File: src/inc/wiper_port_pkg.sv
// Shared constants for the dual wiper serial command port
package wiper_port_pkg;
    localparam int CODE_WIDTH = 8;
    localparam int FRAME_SHORT = 8;
    localparam int FRAME_LONG = 16;
    localparam logic [1:0] CMD_WRITE_WIPER = 2'h0;
    localparam logic [1:0] CMD_WRITE_STORED = 2'h1;
    localparam logic [1:0] CMD_SAVE = 2'h2;
    localparam logic [1:0] CMD_RESTORE = 2'h3;
    localparam logic [1:0] TARGET_NONE = 2'h0;
    localparam logic [1:0] TARGET_A = 2'h1;
    localparam logic [1:0] TARGET_B = 2'h2;
    localparam logic [1:0] TARGET_BOTH = 2'h3;
    localparam int CMD_POS = 12;
    localparam int TARGET_POS = 8;
    localparam logic [7:0] STORED_RESET = 8'h80;
    localparam int CLOCK_MHZ = 100;
    localparam int POWERUP_NS = 5000;
    localparam int POWERUP_CYCLES = POWERUP_NS * CLOCK_MHZ / 1000;
    localparam int STORE_BUSY_MS = 12;
    localparam int STORE_BUSY_CYCLES = STORE_BUSY_MS * CLOCK_MHZ * 1000;
    localparam int LINK_HALF_CYCLES = 10;
endpackage : wiper_port_pkg

File: src/inc/wiper_link_if.sv
// Three-wire write-only link between host and wiper device
`timescale 1ns/1ns
interface wiper_link_if;
    logic select_b;
    logic link_clock;
    logic serial_data;
    modport host (output select_b, output link_clock, output serial_data);
    modport device (input select_b, input link_clock, input serial_data);
endinterface : wiper_link_if

File: src/rtl/wiper_device.sv
// Device end: shifts frames in, executes wiper and store commands
`timescale 1ns/1ns
module wiper_device #(
    parameter int WIDTH = wiper_port_pkg::CODE_WIDTH
) (
    input wire logic i_clock,                 // System clock
    input wire logic i_rst_b,                 // Async reset, also power-up
    wiper_link_if.device link,                // Serial link from host, inputs only
    output logic [WIDTH-1:0] o_wiper_a,       // Wiper A tap code
    output logic [WIDTH-1:0] o_wiper_b,       // Wiper B tap code
    output logic [WIDTH-1:0] o_stored_a,      // Stored A code
    output logic [WIDTH-1:0] o_stored_b,      // Stored B code
    output logic o_ready,                     // Power-up load done
    output logic o_store_busy                 // Nonvolatile store in progress
);
    typedef enum logic [1:0] {POWER_UP = 2'b00, IDLE = 2'b01} state_t;

    state_t state;
    logic [2:0] sync_sel, sync_clk, sync_dat;
    logic sel_q, clk_q;
    logic [15:0] shift;
    logic [4:0] count;
    logic [$clog2(wiper_port_pkg::POWERUP_CYCLES+1)-1:0] boot_count;
    logic [31:0] busy_count;
    logic sel_now, clk_now, dat_now, clk_rise, sel_rise, sel_fall;
    logic [1:0] cmd, target;
    logic [WIDTH-1:0] code;
    logic valid, to_a, to_b;

    // Three-stage sampling; a select or clock level counts once stages two and three agree, data is taken from stage three
    always_ff @(posedge i_clock or negedge i_rst_b) begin
        if (!i_rst_b) begin
            sync_sel <= 3'h7;
            sync_clk <= 3'h0;
            sync_dat <= 3'h0;
        end else begin
            sync_sel <= {sync_sel[1:0], link.select_b};
            sync_clk <= {sync_clk[1:0], link.link_clock};
            sync_dat <= {sync_dat[1:0], link.serial_data};
        end
    end

    assign sel_now = (sync_sel[2] == sync_sel[1]) ? sync_sel[1] : sel_q;
    assign clk_now = (sync_clk[2] == sync_clk[1]) ? sync_clk[1] : clk_q;
    assign dat_now = sync_dat[2];

    always_ff @(posedge i_clock or negedge i_rst_b) begin
        if (!i_rst_b) begin
            sel_q <= 1'b1;
            clk_q <= 1'b0;
        end else begin
            sel_q <= sel_now;
            clk_q <= clk_now;
        end
    end

    assign clk_rise = clk_now && !clk_q;
    assign sel_rise = sel_now && !sel_q;
    assign sel_fall = !sel_now && sel_q;

    // Shifting; count saturates so overlong frames stay invalid
    always_ff @(posedge i_clock or negedge i_rst_b) begin
        if (!i_rst_b) begin
            shift <= 16'h0000;
            count <= 5'h00;
        end else if (sel_fall) begin
            count <= 5'h00;
        end else if (!sel_now && clk_rise && state == IDLE) begin
            shift <= {shift[14:0], dat_now};
            if (count != 5'h1F) begin
                count <= count + 5'h01;
            end
        end
    end

    // Decode: an 8-clock frame has the header in the low byte
    always_comb begin
        if (count == 5'(wiper_port_pkg::FRAME_SHORT)) begin
            cmd = shift[5:4];
            target = shift[1:0];
        end else begin
            cmd = shift[wiper_port_pkg::CMD_POS+1:wiper_port_pkg::CMD_POS];
            target = shift[wiper_port_pkg::TARGET_POS+1:wiper_port_pkg::TARGET_POS];
        end
        code = shift[WIDTH-1:0];
        if (count == 5'(wiper_port_pkg::FRAME_LONG)) begin
            valid = 1'b1;
        end else if (count == 5'(wiper_port_pkg::FRAME_SHORT)) begin
            valid = cmd[1];
        end else begin
            valid = 1'b0;
        end
        if (target == wiper_port_pkg::TARGET_NONE) begin
            valid = 1'b0;
        end
        if (!cmd[1] && target == wiper_port_pkg::TARGET_BOTH) begin
            valid = 1'b0;
        end
        to_a = target[0];
        to_b = target[1];
    end

    always_ff @(posedge i_clock or negedge i_rst_b) begin
        if (!i_rst_b) begin
            state <= POWER_UP;
            boot_count <= '0;
        end else if (state == POWER_UP) begin
            if (boot_count == ($bits(boot_count))'(wiper_port_pkg::POWERUP_CYCLES - 1)) begin
                state <= IDLE;
            end else begin
                boot_count <= boot_count + 1'b1;
            end
        end else begin
            state <= IDLE;
        end
    end

    // Stored values survive only in simulation; reset models factory midscale
    always_ff @(posedge i_clock or negedge i_rst_b) begin
        if (!i_rst_b) begin
            o_stored_a <= wiper_port_pkg::STORED_RESET;
            o_stored_b <= wiper_port_pkg::STORED_RESET;
        end else if (state == IDLE && sel_rise && valid) begin
            if (cmd == wiper_port_pkg::CMD_WRITE_STORED) begin
                if (to_a) o_stored_a <= code;
                if (to_b) o_stored_b <= code;
            end else if (cmd == wiper_port_pkg::CMD_SAVE) begin
                if (to_a) o_stored_a <= o_wiper_a;
                if (to_b) o_stored_b <= o_wiper_b;
            end
        end
    end

    always_ff @(posedge i_clock or negedge i_rst_b) begin
        if (!i_rst_b) begin
            o_wiper_a <= '0;
            o_wiper_b <= '0;
        end else if (state == POWER_UP) begin
            o_wiper_a <= o_stored_a;
            o_wiper_b <= o_stored_b;
        end else if (sel_rise && valid) begin
            if (cmd == wiper_port_pkg::CMD_WRITE_WIPER) begin
                if (to_a) o_wiper_a <= code;
                if (to_b) o_wiper_b <= code;
            end else if (cmd == wiper_port_pkg::CMD_RESTORE) begin
                if (to_a) o_wiper_a <= o_stored_a;
                if (to_b) o_wiper_b <= o_stored_b;
            end
        end
    end

    // Busy flag only informs; the link keeps accepting frames
    always_ff @(posedge i_clock or negedge i_rst_b) begin
        if (!i_rst_b) begin
            busy_count <= 32'h0;
        end else if (state == IDLE && sel_rise && valid && (cmd == wiper_port_pkg::CMD_WRITE_STORED
                     || cmd == wiper_port_pkg::CMD_SAVE)) begin
            busy_count <= 32'(wiper_port_pkg::STORE_BUSY_CYCLES);
        end else if (busy_count != 32'h0) begin
            busy_count <= busy_count - 32'h1;
        end
    end

    assign o_store_busy = (busy_count != 32'h0);
    assign o_ready = (state == IDLE);
endmodule : wiper_device

File: src/flat_wrapper.sv
// flat-port wrapper written by rule: the top's interface ports become plain ports
module wiper_device_flat 
#(
    parameter int WIDTH = wiper_port_pkg::CODE_WIDTH
)
  (i_clock, i_rst_b, o_wiper_a, o_wiper_b, o_stored_a, o_stored_b, o_ready, o_store_busy, link_select_b, link_link_clock, link_serial_data);
  wiper_link_if link_i ();
  input wire logic i_clock;
  input wire logic i_rst_b;
  output logic [WIDTH-1:0] o_wiper_a;
  output logic [WIDTH-1:0] o_wiper_b;
  output logic [WIDTH-1:0] o_stored_a;
  output logic [WIDTH-1:0] o_stored_b;
  output logic o_ready;
  output logic o_store_busy;
  input wire logic [$bits(link_i.select_b)-1:0] link_select_b;
  input wire logic [$bits(link_i.link_clock)-1:0] link_link_clock;
  input wire logic [$bits(link_i.serial_data)-1:0] link_serial_data;
  assign link_i.select_b = link_select_b;
  assign link_i.link_clock = link_link_clock;
  assign link_i.serial_data = link_serial_data;
  wiper_device #(.WIDTH(WIDTH)) u_core (.i_clock(i_clock), .i_rst_b(i_rst_b), .link(link_i), .o_wiper_a(o_wiper_a), .o_wiper_b(o_wiper_b), .o_stored_a(o_stored_a), .o_stored_b(o_stored_b), .o_ready(o_ready), .o_store_busy(o_store_busy));
endmodule
File: config.mk
export PLATFORM = sky130hd
export DESIGN_NAME = wiper_device_flat
export DESIGN_NICKNAME = d
export VERILOG_FILES = /design/src/inc/wiper_port_pkg.sv /design/src/inc/wiper_link_if.sv /design/src/rtl/wiper_device.sv /design/src/flat_wrapper.sv
export SDC_FILE = /design/constraint.sdc
export NUM_CORES = 1
export LEC_CHECK = 0
export ABC_CLOCK_PERIOD_IN_PS = 2550
export BUFFER_PORTS_ARGS = -buffer_cell sky130_fd_sc_hd__buf_2
export CAP_MARGIN = 20
export CORE_ASPECT_RATIO = 1.25
export CORE_MARGIN = 2
export CORE_UTILIZATION = 54
export DETAILED_ROUTE_END_ITERATION = 10
export HOLD_SLACK_MARGIN = 0.15
export MAX_ROUTING_LAYER = met4
export PLACE_DENSITY = 0.87
export SYNTH_ARGS = -nofsm -noshare
export SYNTH_HDL_FRONTEND = slang
export SYNTH_SLANG_ARGS = --single-unit
export TNS_END_PERCENT = 20
File: constraint.sdc
create_clock -name i_clock -period 2.55 [get_ports i_clock]
set_input_delay 0.51 -clock i_clock [delete_from_list [all_inputs] [get_ports i_clock]]
set_output_delay 0.51 -clock i_clock [all_outputs]
set_load 0.02 [all_outputs]
== After elaboration in Yosys (flattened, before gate mapping) ==
Cells that the tools add are included.
Word-level totals
  flip-flop bits (word level): 105
  bits of input ports: 5
  output and inout bits: 34
Cells by class
  add/subtract/negate cells: 3
  equality and inequality tests: 12
  reduce and logical (&&, ||, !) cells: 34
  muxes and demuxes: 33
  bitwise logic cells: 2
Operator list (number)
  two-way mux 8 bit: 18
  two-way mux 32 bit: 2
  nonzero test 32 bit: 1
  subtractor 32 x 1 -> 32 bit, second input constant: 1
  two-way mux 5 bit: 3
  nonzero test 2 bit: 7
  AND reduction 3 bit: 4
  logical AND 1 bit: 10
  adder 9 x 1 -> 9 bit, second input constant: 1
  equality test 9 bit, second input constant: 1
  two-way mux 2 bit: 4
  equality test 2 bit, second input constant: 3
  logical NOT 2 bit: 3
  two-way mux 1 bit: 6
  AND reduction 2 bit: 3
  adder 5 x 1 -> 5 bit, second input constant: 1
  equality test 5 x 4 -> 1 bit, second input constant: 1
  equality test 5 bit, second input constant: 1
  inequality test 5 bit, second input constant: 1
  equality test 2 x 1 -> 1 bit, second input constant: 2
  logical NOT 1 bit: 4
  nonzero test 3 bit: 1
  equality test 1 bit: 2
  inequality test 2 bit, second input constant: 1
  2 further kinds: 3

== Logic depth before layout (Yosys ltp) ==
  depth in word-level cells: 9
  mapped depth: 11

== Worst setup path after synthesis ==
OpenSTA, ideal clock, no wires.
  path type: reg2reg
  start: reg u_core.count[0]
  end: reg u_core.o_stored_a[0]
  slack: -0.015 ns
  arrival time: 2.440 ns
  setup time: 0.125 ns
  required time: 2.425 ns
  cell stages (with the launch flop): 11
  cells stage by stage: dfrtp_1 -> inv_1 -> ha_1 -> nor4bb_1 -> buf_2 -> mux2i_1 -> ha_1 -> and2_1 -> nand4_1 -> nor2_2 -> mux2_2
On the way
  longest elaborated chain between the ends: 8
Ends and longest elaborated chain
  start, declared: line wiper_device.sv:22  | logic [4:0] count;
  start signal, assigned: line wiper_device.sv:71  | count <= count + 5'h01;
  equality test 5 x 4 -> 1 bit: line wiper_device.sv:78, wiper_device.sv:88
  two-way mux 2 bit: line wiper_device.sv:78  | if (count == 5'(wiper_port_pkg::FRAME_SHORT)) begin
  two-way mux 1 bit: line wiper_device.sv:88  | end else if (count == 5'(wiper_port_pkg::FRAME_SHORT)) begin
  two-way mux 1 bit: line wiper_device.sv:86  | if (count == 5'(wiper_port_pkg::FRAME_LONG)) begin
  two-way mux 1 bit: line wiper_device.sv:93  | if (target == wiper_port_pkg::TARGET_NONE) begin
  two-way mux 1 bit: line wiper_device.sv:96  | if (!cmd[1] && target == wiper_port_pkg::TARGET_BOTH) begin
  logical AND 1 bit: line wiper_device.sv:123  | end else if (state == IDLE && sel_rise && valid) begin
  AND reduction 3 bit (no line)
  end signal, assigned: line wiper_device.sv:121  | o_stored_a <= wiper_port_pkg::STORED_RESET;
  end signal, assigned: line wiper_device.sv:125  | if (to_a) o_stored_a <= code;
  end signal, assigned: line wiper_device.sv:128  | if (to_a) o_stored_a <= o_wiper_a;
  end, declared: line wiper_device.sv:11  | output logic [WIDTH-1:0] o_stored_a,
Parallel ways exist; a longest one is shown, timed or not.
A chain may end at the register's enable or synchronous reset.

== Final worst setup path ==
  start: reg u_core.busy_count[20]
  end: out o_store_busy
On the way
  longest elaborated chain between the ends: 1
Ends and longest elaborated chain
  start, declared: line wiper_device.sv:24  | logic [31:0] busy_count;
  start signal, assigned: line wiper_device.sv:158  | busy_count <= 32'(wiper_port_pkg::STORE_BUSY_CYCLES);
  start signal, assigned: line wiper_device.sv:160  | busy_count <= busy_count - 32'h1;
  nonzero test 32 bit: line wiper_device.sv:164  | assign o_store_busy = (busy_count != 32'h0);
  end, declared: line flat_wrapper.sv:15  | output logic o_store_busy;
Every way passes these cells.

==> out/results.ini <==
[setup_path]
r2r-end=u_core.o_stored_b[1]
cpMaxStageDelayCell=or4_4
r2r_start=u_core.count[1]
cp_data_arrival_time_ns=2.12
r2r_cells=11
crit_path_cell_trace=or4_4 > or3_4 > nor4_4 > inv_2 > buf_6
cp.required_ns=2.04
r2r_setup_slack_ns=0.02
cpPeakStageDelay_ns=0.55
worstPathMaxFanout=3
path_class=reg2out
cp-end-kind=primary output
crit_path_start_kind=register

[grt]
grt.total_usage_pct=23.7
overflow=0
antenna_found_initial=0
grt_pass1_wl_mm=17.9
grt_pass1_vias=3920
grt_max_degree=44

[logic_synthesis]
yosys_register_bits=104
async_flop_share_pct=100
syn_avg_cell_area_um2=10.9
ys_warn_count=0
synth.distinct_cells=48
seq_area_frac_synth_pct=53.0
synth_cells=453
synth-edff-count=0
synth_flop_cell=dfrtp_1
synth.cell_area_mm2=0.00493
syn_nets=466

[power]
switchingPower_mw=0.615
p_int_mw=2.15
clkPwrFrac_pct=38.0
p_per_area_mw_per_mm2=468
ir_worst_vdd_v=0.000241
switching_share_pct=22.2
pwr-share-comb_pct=1.7
leakagePower_nw=2.97
seqPwrFrac_pct=60.3

[die]
initial_core_util_pct=56.0
io_pins=39
die_y_um=111
coreArea_mm2=0.00880
die_x_um=89.4
rows=38
design.die.area_mm2=0.00991

[job]
max_cap_viol_count=0

[cells_and_area]
final_common_cell=dfrtp_1
finish.utilization_pct=67.2
final_cell_count_no_fill=651
final_nets=539
final_cell_mix=98 x dfrtp_1, 38 x a21oi_1, 36 x buf_2
area_delta_synth_final_pct=20.0
drive_above_1_share_pct=29.2
diodes=0

[sta]
hold_viol=0
finalSetupTns_ns=-0.0847
finalSetupViolCount=1
fin_skew_ns=0.0157
rsz0062_at_grt=yes
slew_headroom_pct=58.8
max_freq_mhz=380
slew_viol_final=0
setup_slack_ns=-0.0847
tightest_slew_ns=0.613
post-route-period-util_pct=103
layout_min_cycle_time_ns=2.63

[clocking]
clk_latency_ns=0.39
cts_tree=done
clk_pin_slew_worst_paths_ns=0.10
cts.path.max_buffers=2
cts_buffers=9
cts-root-buf=clkbuf_8
h-tree-depth=3
cts_sinks=104

[min_path]
hold_path_end=u_core.sync_dat[0]
hp-class=in2reg
worstHoldPathCells=1
hold_path.startpoint=link_serial_data

[detailed_routing]
dr_total_vias=3789
route.detailed.wl_per_inst_um=16.5
vias_per_cell=5.82
routed_wl_mm=10.8
dr.pass1.iters=4
postRouteAntennaNets=0
route.detailed.drc=0
drt_iter0_drc=206

[placed_design]
dp_cells=627
io_buffers=38
place_congestion=0.875
hpwl_mm=7.23

[outcome]
status=finished with violations
failed_checks=negative setup slack

==> through the flow <==
step / hold slack (ns) / power [mW] / worst slack [ns] / cell area [um^2]
final: 0.219 / 2.77 / -0.0847 / 5910
after global routing: 0.220 / 2.85 / -0.156 / 5910
after CTS: 0.216 / 2.78 / -0.0672 / 5820
after detailed placement: 0.340 / 1.75 / -0.145 / 5490
after global placement: 0.333 / 1.75 / 0.0523 / 5490
after floorplan: 0.214 / 1.70 / -0.0151 / 4930
==> routing by layer <==
metal,vias up,global-route usage (%),part of all wire [%]
met1,1876,27.2,41
met2,93,38.5,53
li1,1793,-,-
met5,-,-,0
met3,27,4.47,3.4
met4,0,12.4,2.8
==> synthesized netlist by cell type (2+ instances only) <==
| cell type | count | area, um^2 |
|---|---|---|
| a211oi_1 | 2 | 15.0 |
| a21oi_1 | 38 | 190 |
| a31oi_1 | 3 | 18.8 |
| and2_1 | 2 | 12.5 |
| and3_1 | 11 | 68.8 |
| and4_1 | 3 | 26.3 |
| buf_2 | 3 | 15.0 |
| clkbuf_1 | 10 | 37.5 |
| dfrtp_1 | 98 | 2450 |
| dfstp_2 | 6 | 158 |
| ha_1 | 8 | 100 |
| inv_1 | 25 | 93.8 |
| maj3_1 | 2 | 20.0 |
| mux2_2 | 32 | 360 |
| mux2i_1 | 22 | 220 |
| nand2_1 | 21 | 78.8 |
| nand3_1 | 12 | 60.1 |
| nand3b_1 | 4 | 30.0 |
| nand4_1 | 5 | 31.3 |
| nand4b_1 | 3 | 26.3 |
| nor2_1 | 23 | 86.3 |
| nor2_2 | 2 | 12.5 |
| nor3_1 | 8 | 40.0 |
| nor3b_1 | 2 | 15.0 |
| nor4_1 | 5 | 31.3 |
| o21ai_0 | 30 | 150 |
| o21ai_2 | 2 | 17.5 |
| o31ai_1 | 9 | 67.6 |
| or2_2 | 4 | 25.0 |
| or3_1 | 18 | 113 |
| or3b_1 | 2 | 17.5 |
| or4_1 | 11 | 82.6 |
| xnor2_1 | 8 | 70.1 |
| xor2_1 | 5 | 43.8 |
==> logic make-up after synthesis <==
family,Yosys count,share of synthesized area (%)
simple gates,142,16.7
flops,104,53.0
compound gates,90,10.6
mux,54,11.8
buf+inv,40,3.28
xor+xnor,13,2.31
fa+ha+maj,10,2.44
==> layout make-up <==
class | count | area, um^2
Clock buffer | 11 | 141
Clock inverter | 5 | 56.3
Fill cell | 620 | 2880
Inverter | 26 | 97.6
Multi-Input combinational cell | 309 | 2310
Sequential cell | 104 | 2610
Tap cell | 120 | 150
Timing Repair Buffer | 76 | 544
==> worst max-delay path by stage <==
stage                          start                   end  slack, ns  cells past startpoint
2_1_floorplan        u_core.count[0]  u_core.o_stored_a[0]      -0.02                     10
3_3_place_gp         u_core.count[1]  u_core.o_stored_b[6]       0.05                     11
3_5_place_dp         u_core.count[1]  u_core.o_stored_b[0]      -0.15                     11
4_1_cts        u_core.busy_count[18]          o_store_busy      -0.07                      5
5_1_grt        u_core.busy_count[20]          o_store_busy      -0.16                      5
6_report       u_core.busy_count[20]          o_store_busy      -0.08                      5
==> power groups by stage <==
stage / clock network, mW / registers [mW] / logic [mW]
global placement: 0 / 1.70 / 0.0468
CTS: 1.06 / 1.67 / 0.0499
detailed placement: 0 / 1.70 / 0.0483
finish: 1.05 / 1.67 / 0.0466
floorplan: 0 / 1.70 / 0.00577
global route: 1.13 / 1.67 / 0.0561
==> flip-flops by register name, summed over array words and instances (netlist names) <==
register           flops
u_core.sync_clk        3
u_core.clk_q           1
u_core.count           5
u_core.sync_sel        3
u_core.state           1
u_core.o_wiper_b       8
u_core.busy_count     32
u_core.shift          14
u_core.boot_count      9
u_core.o_stored_a      8
u_core.o_wiper_a       8
u_core.sync_dat        3
u_core.sel_q           1
u_core.o_stored_b      8
==> repair_timing <==
| action | in CTS | in global routing |
|---|---|---|
| setup endpoints to repair | 55 | 34 |
| pin swaps | 4 | 4 |
| gates resized for setup | 15 | 23 |
| hold buffers | 1 | 0 |
| buffers inserted | 8 | 1 |
| hold endpoints to repair | 36 | 0 |
==> worst max-delay path, delay by kind of cell (launching register included) <==
kind | cells | cell delay (ns)
buffers and inverters | 2 | 0.23
flip-flops | 1 | 0.41
AND/OR/NAND/NOR | 3 | 1.09
Note: power is estimated with default switching activity, not from simulation.
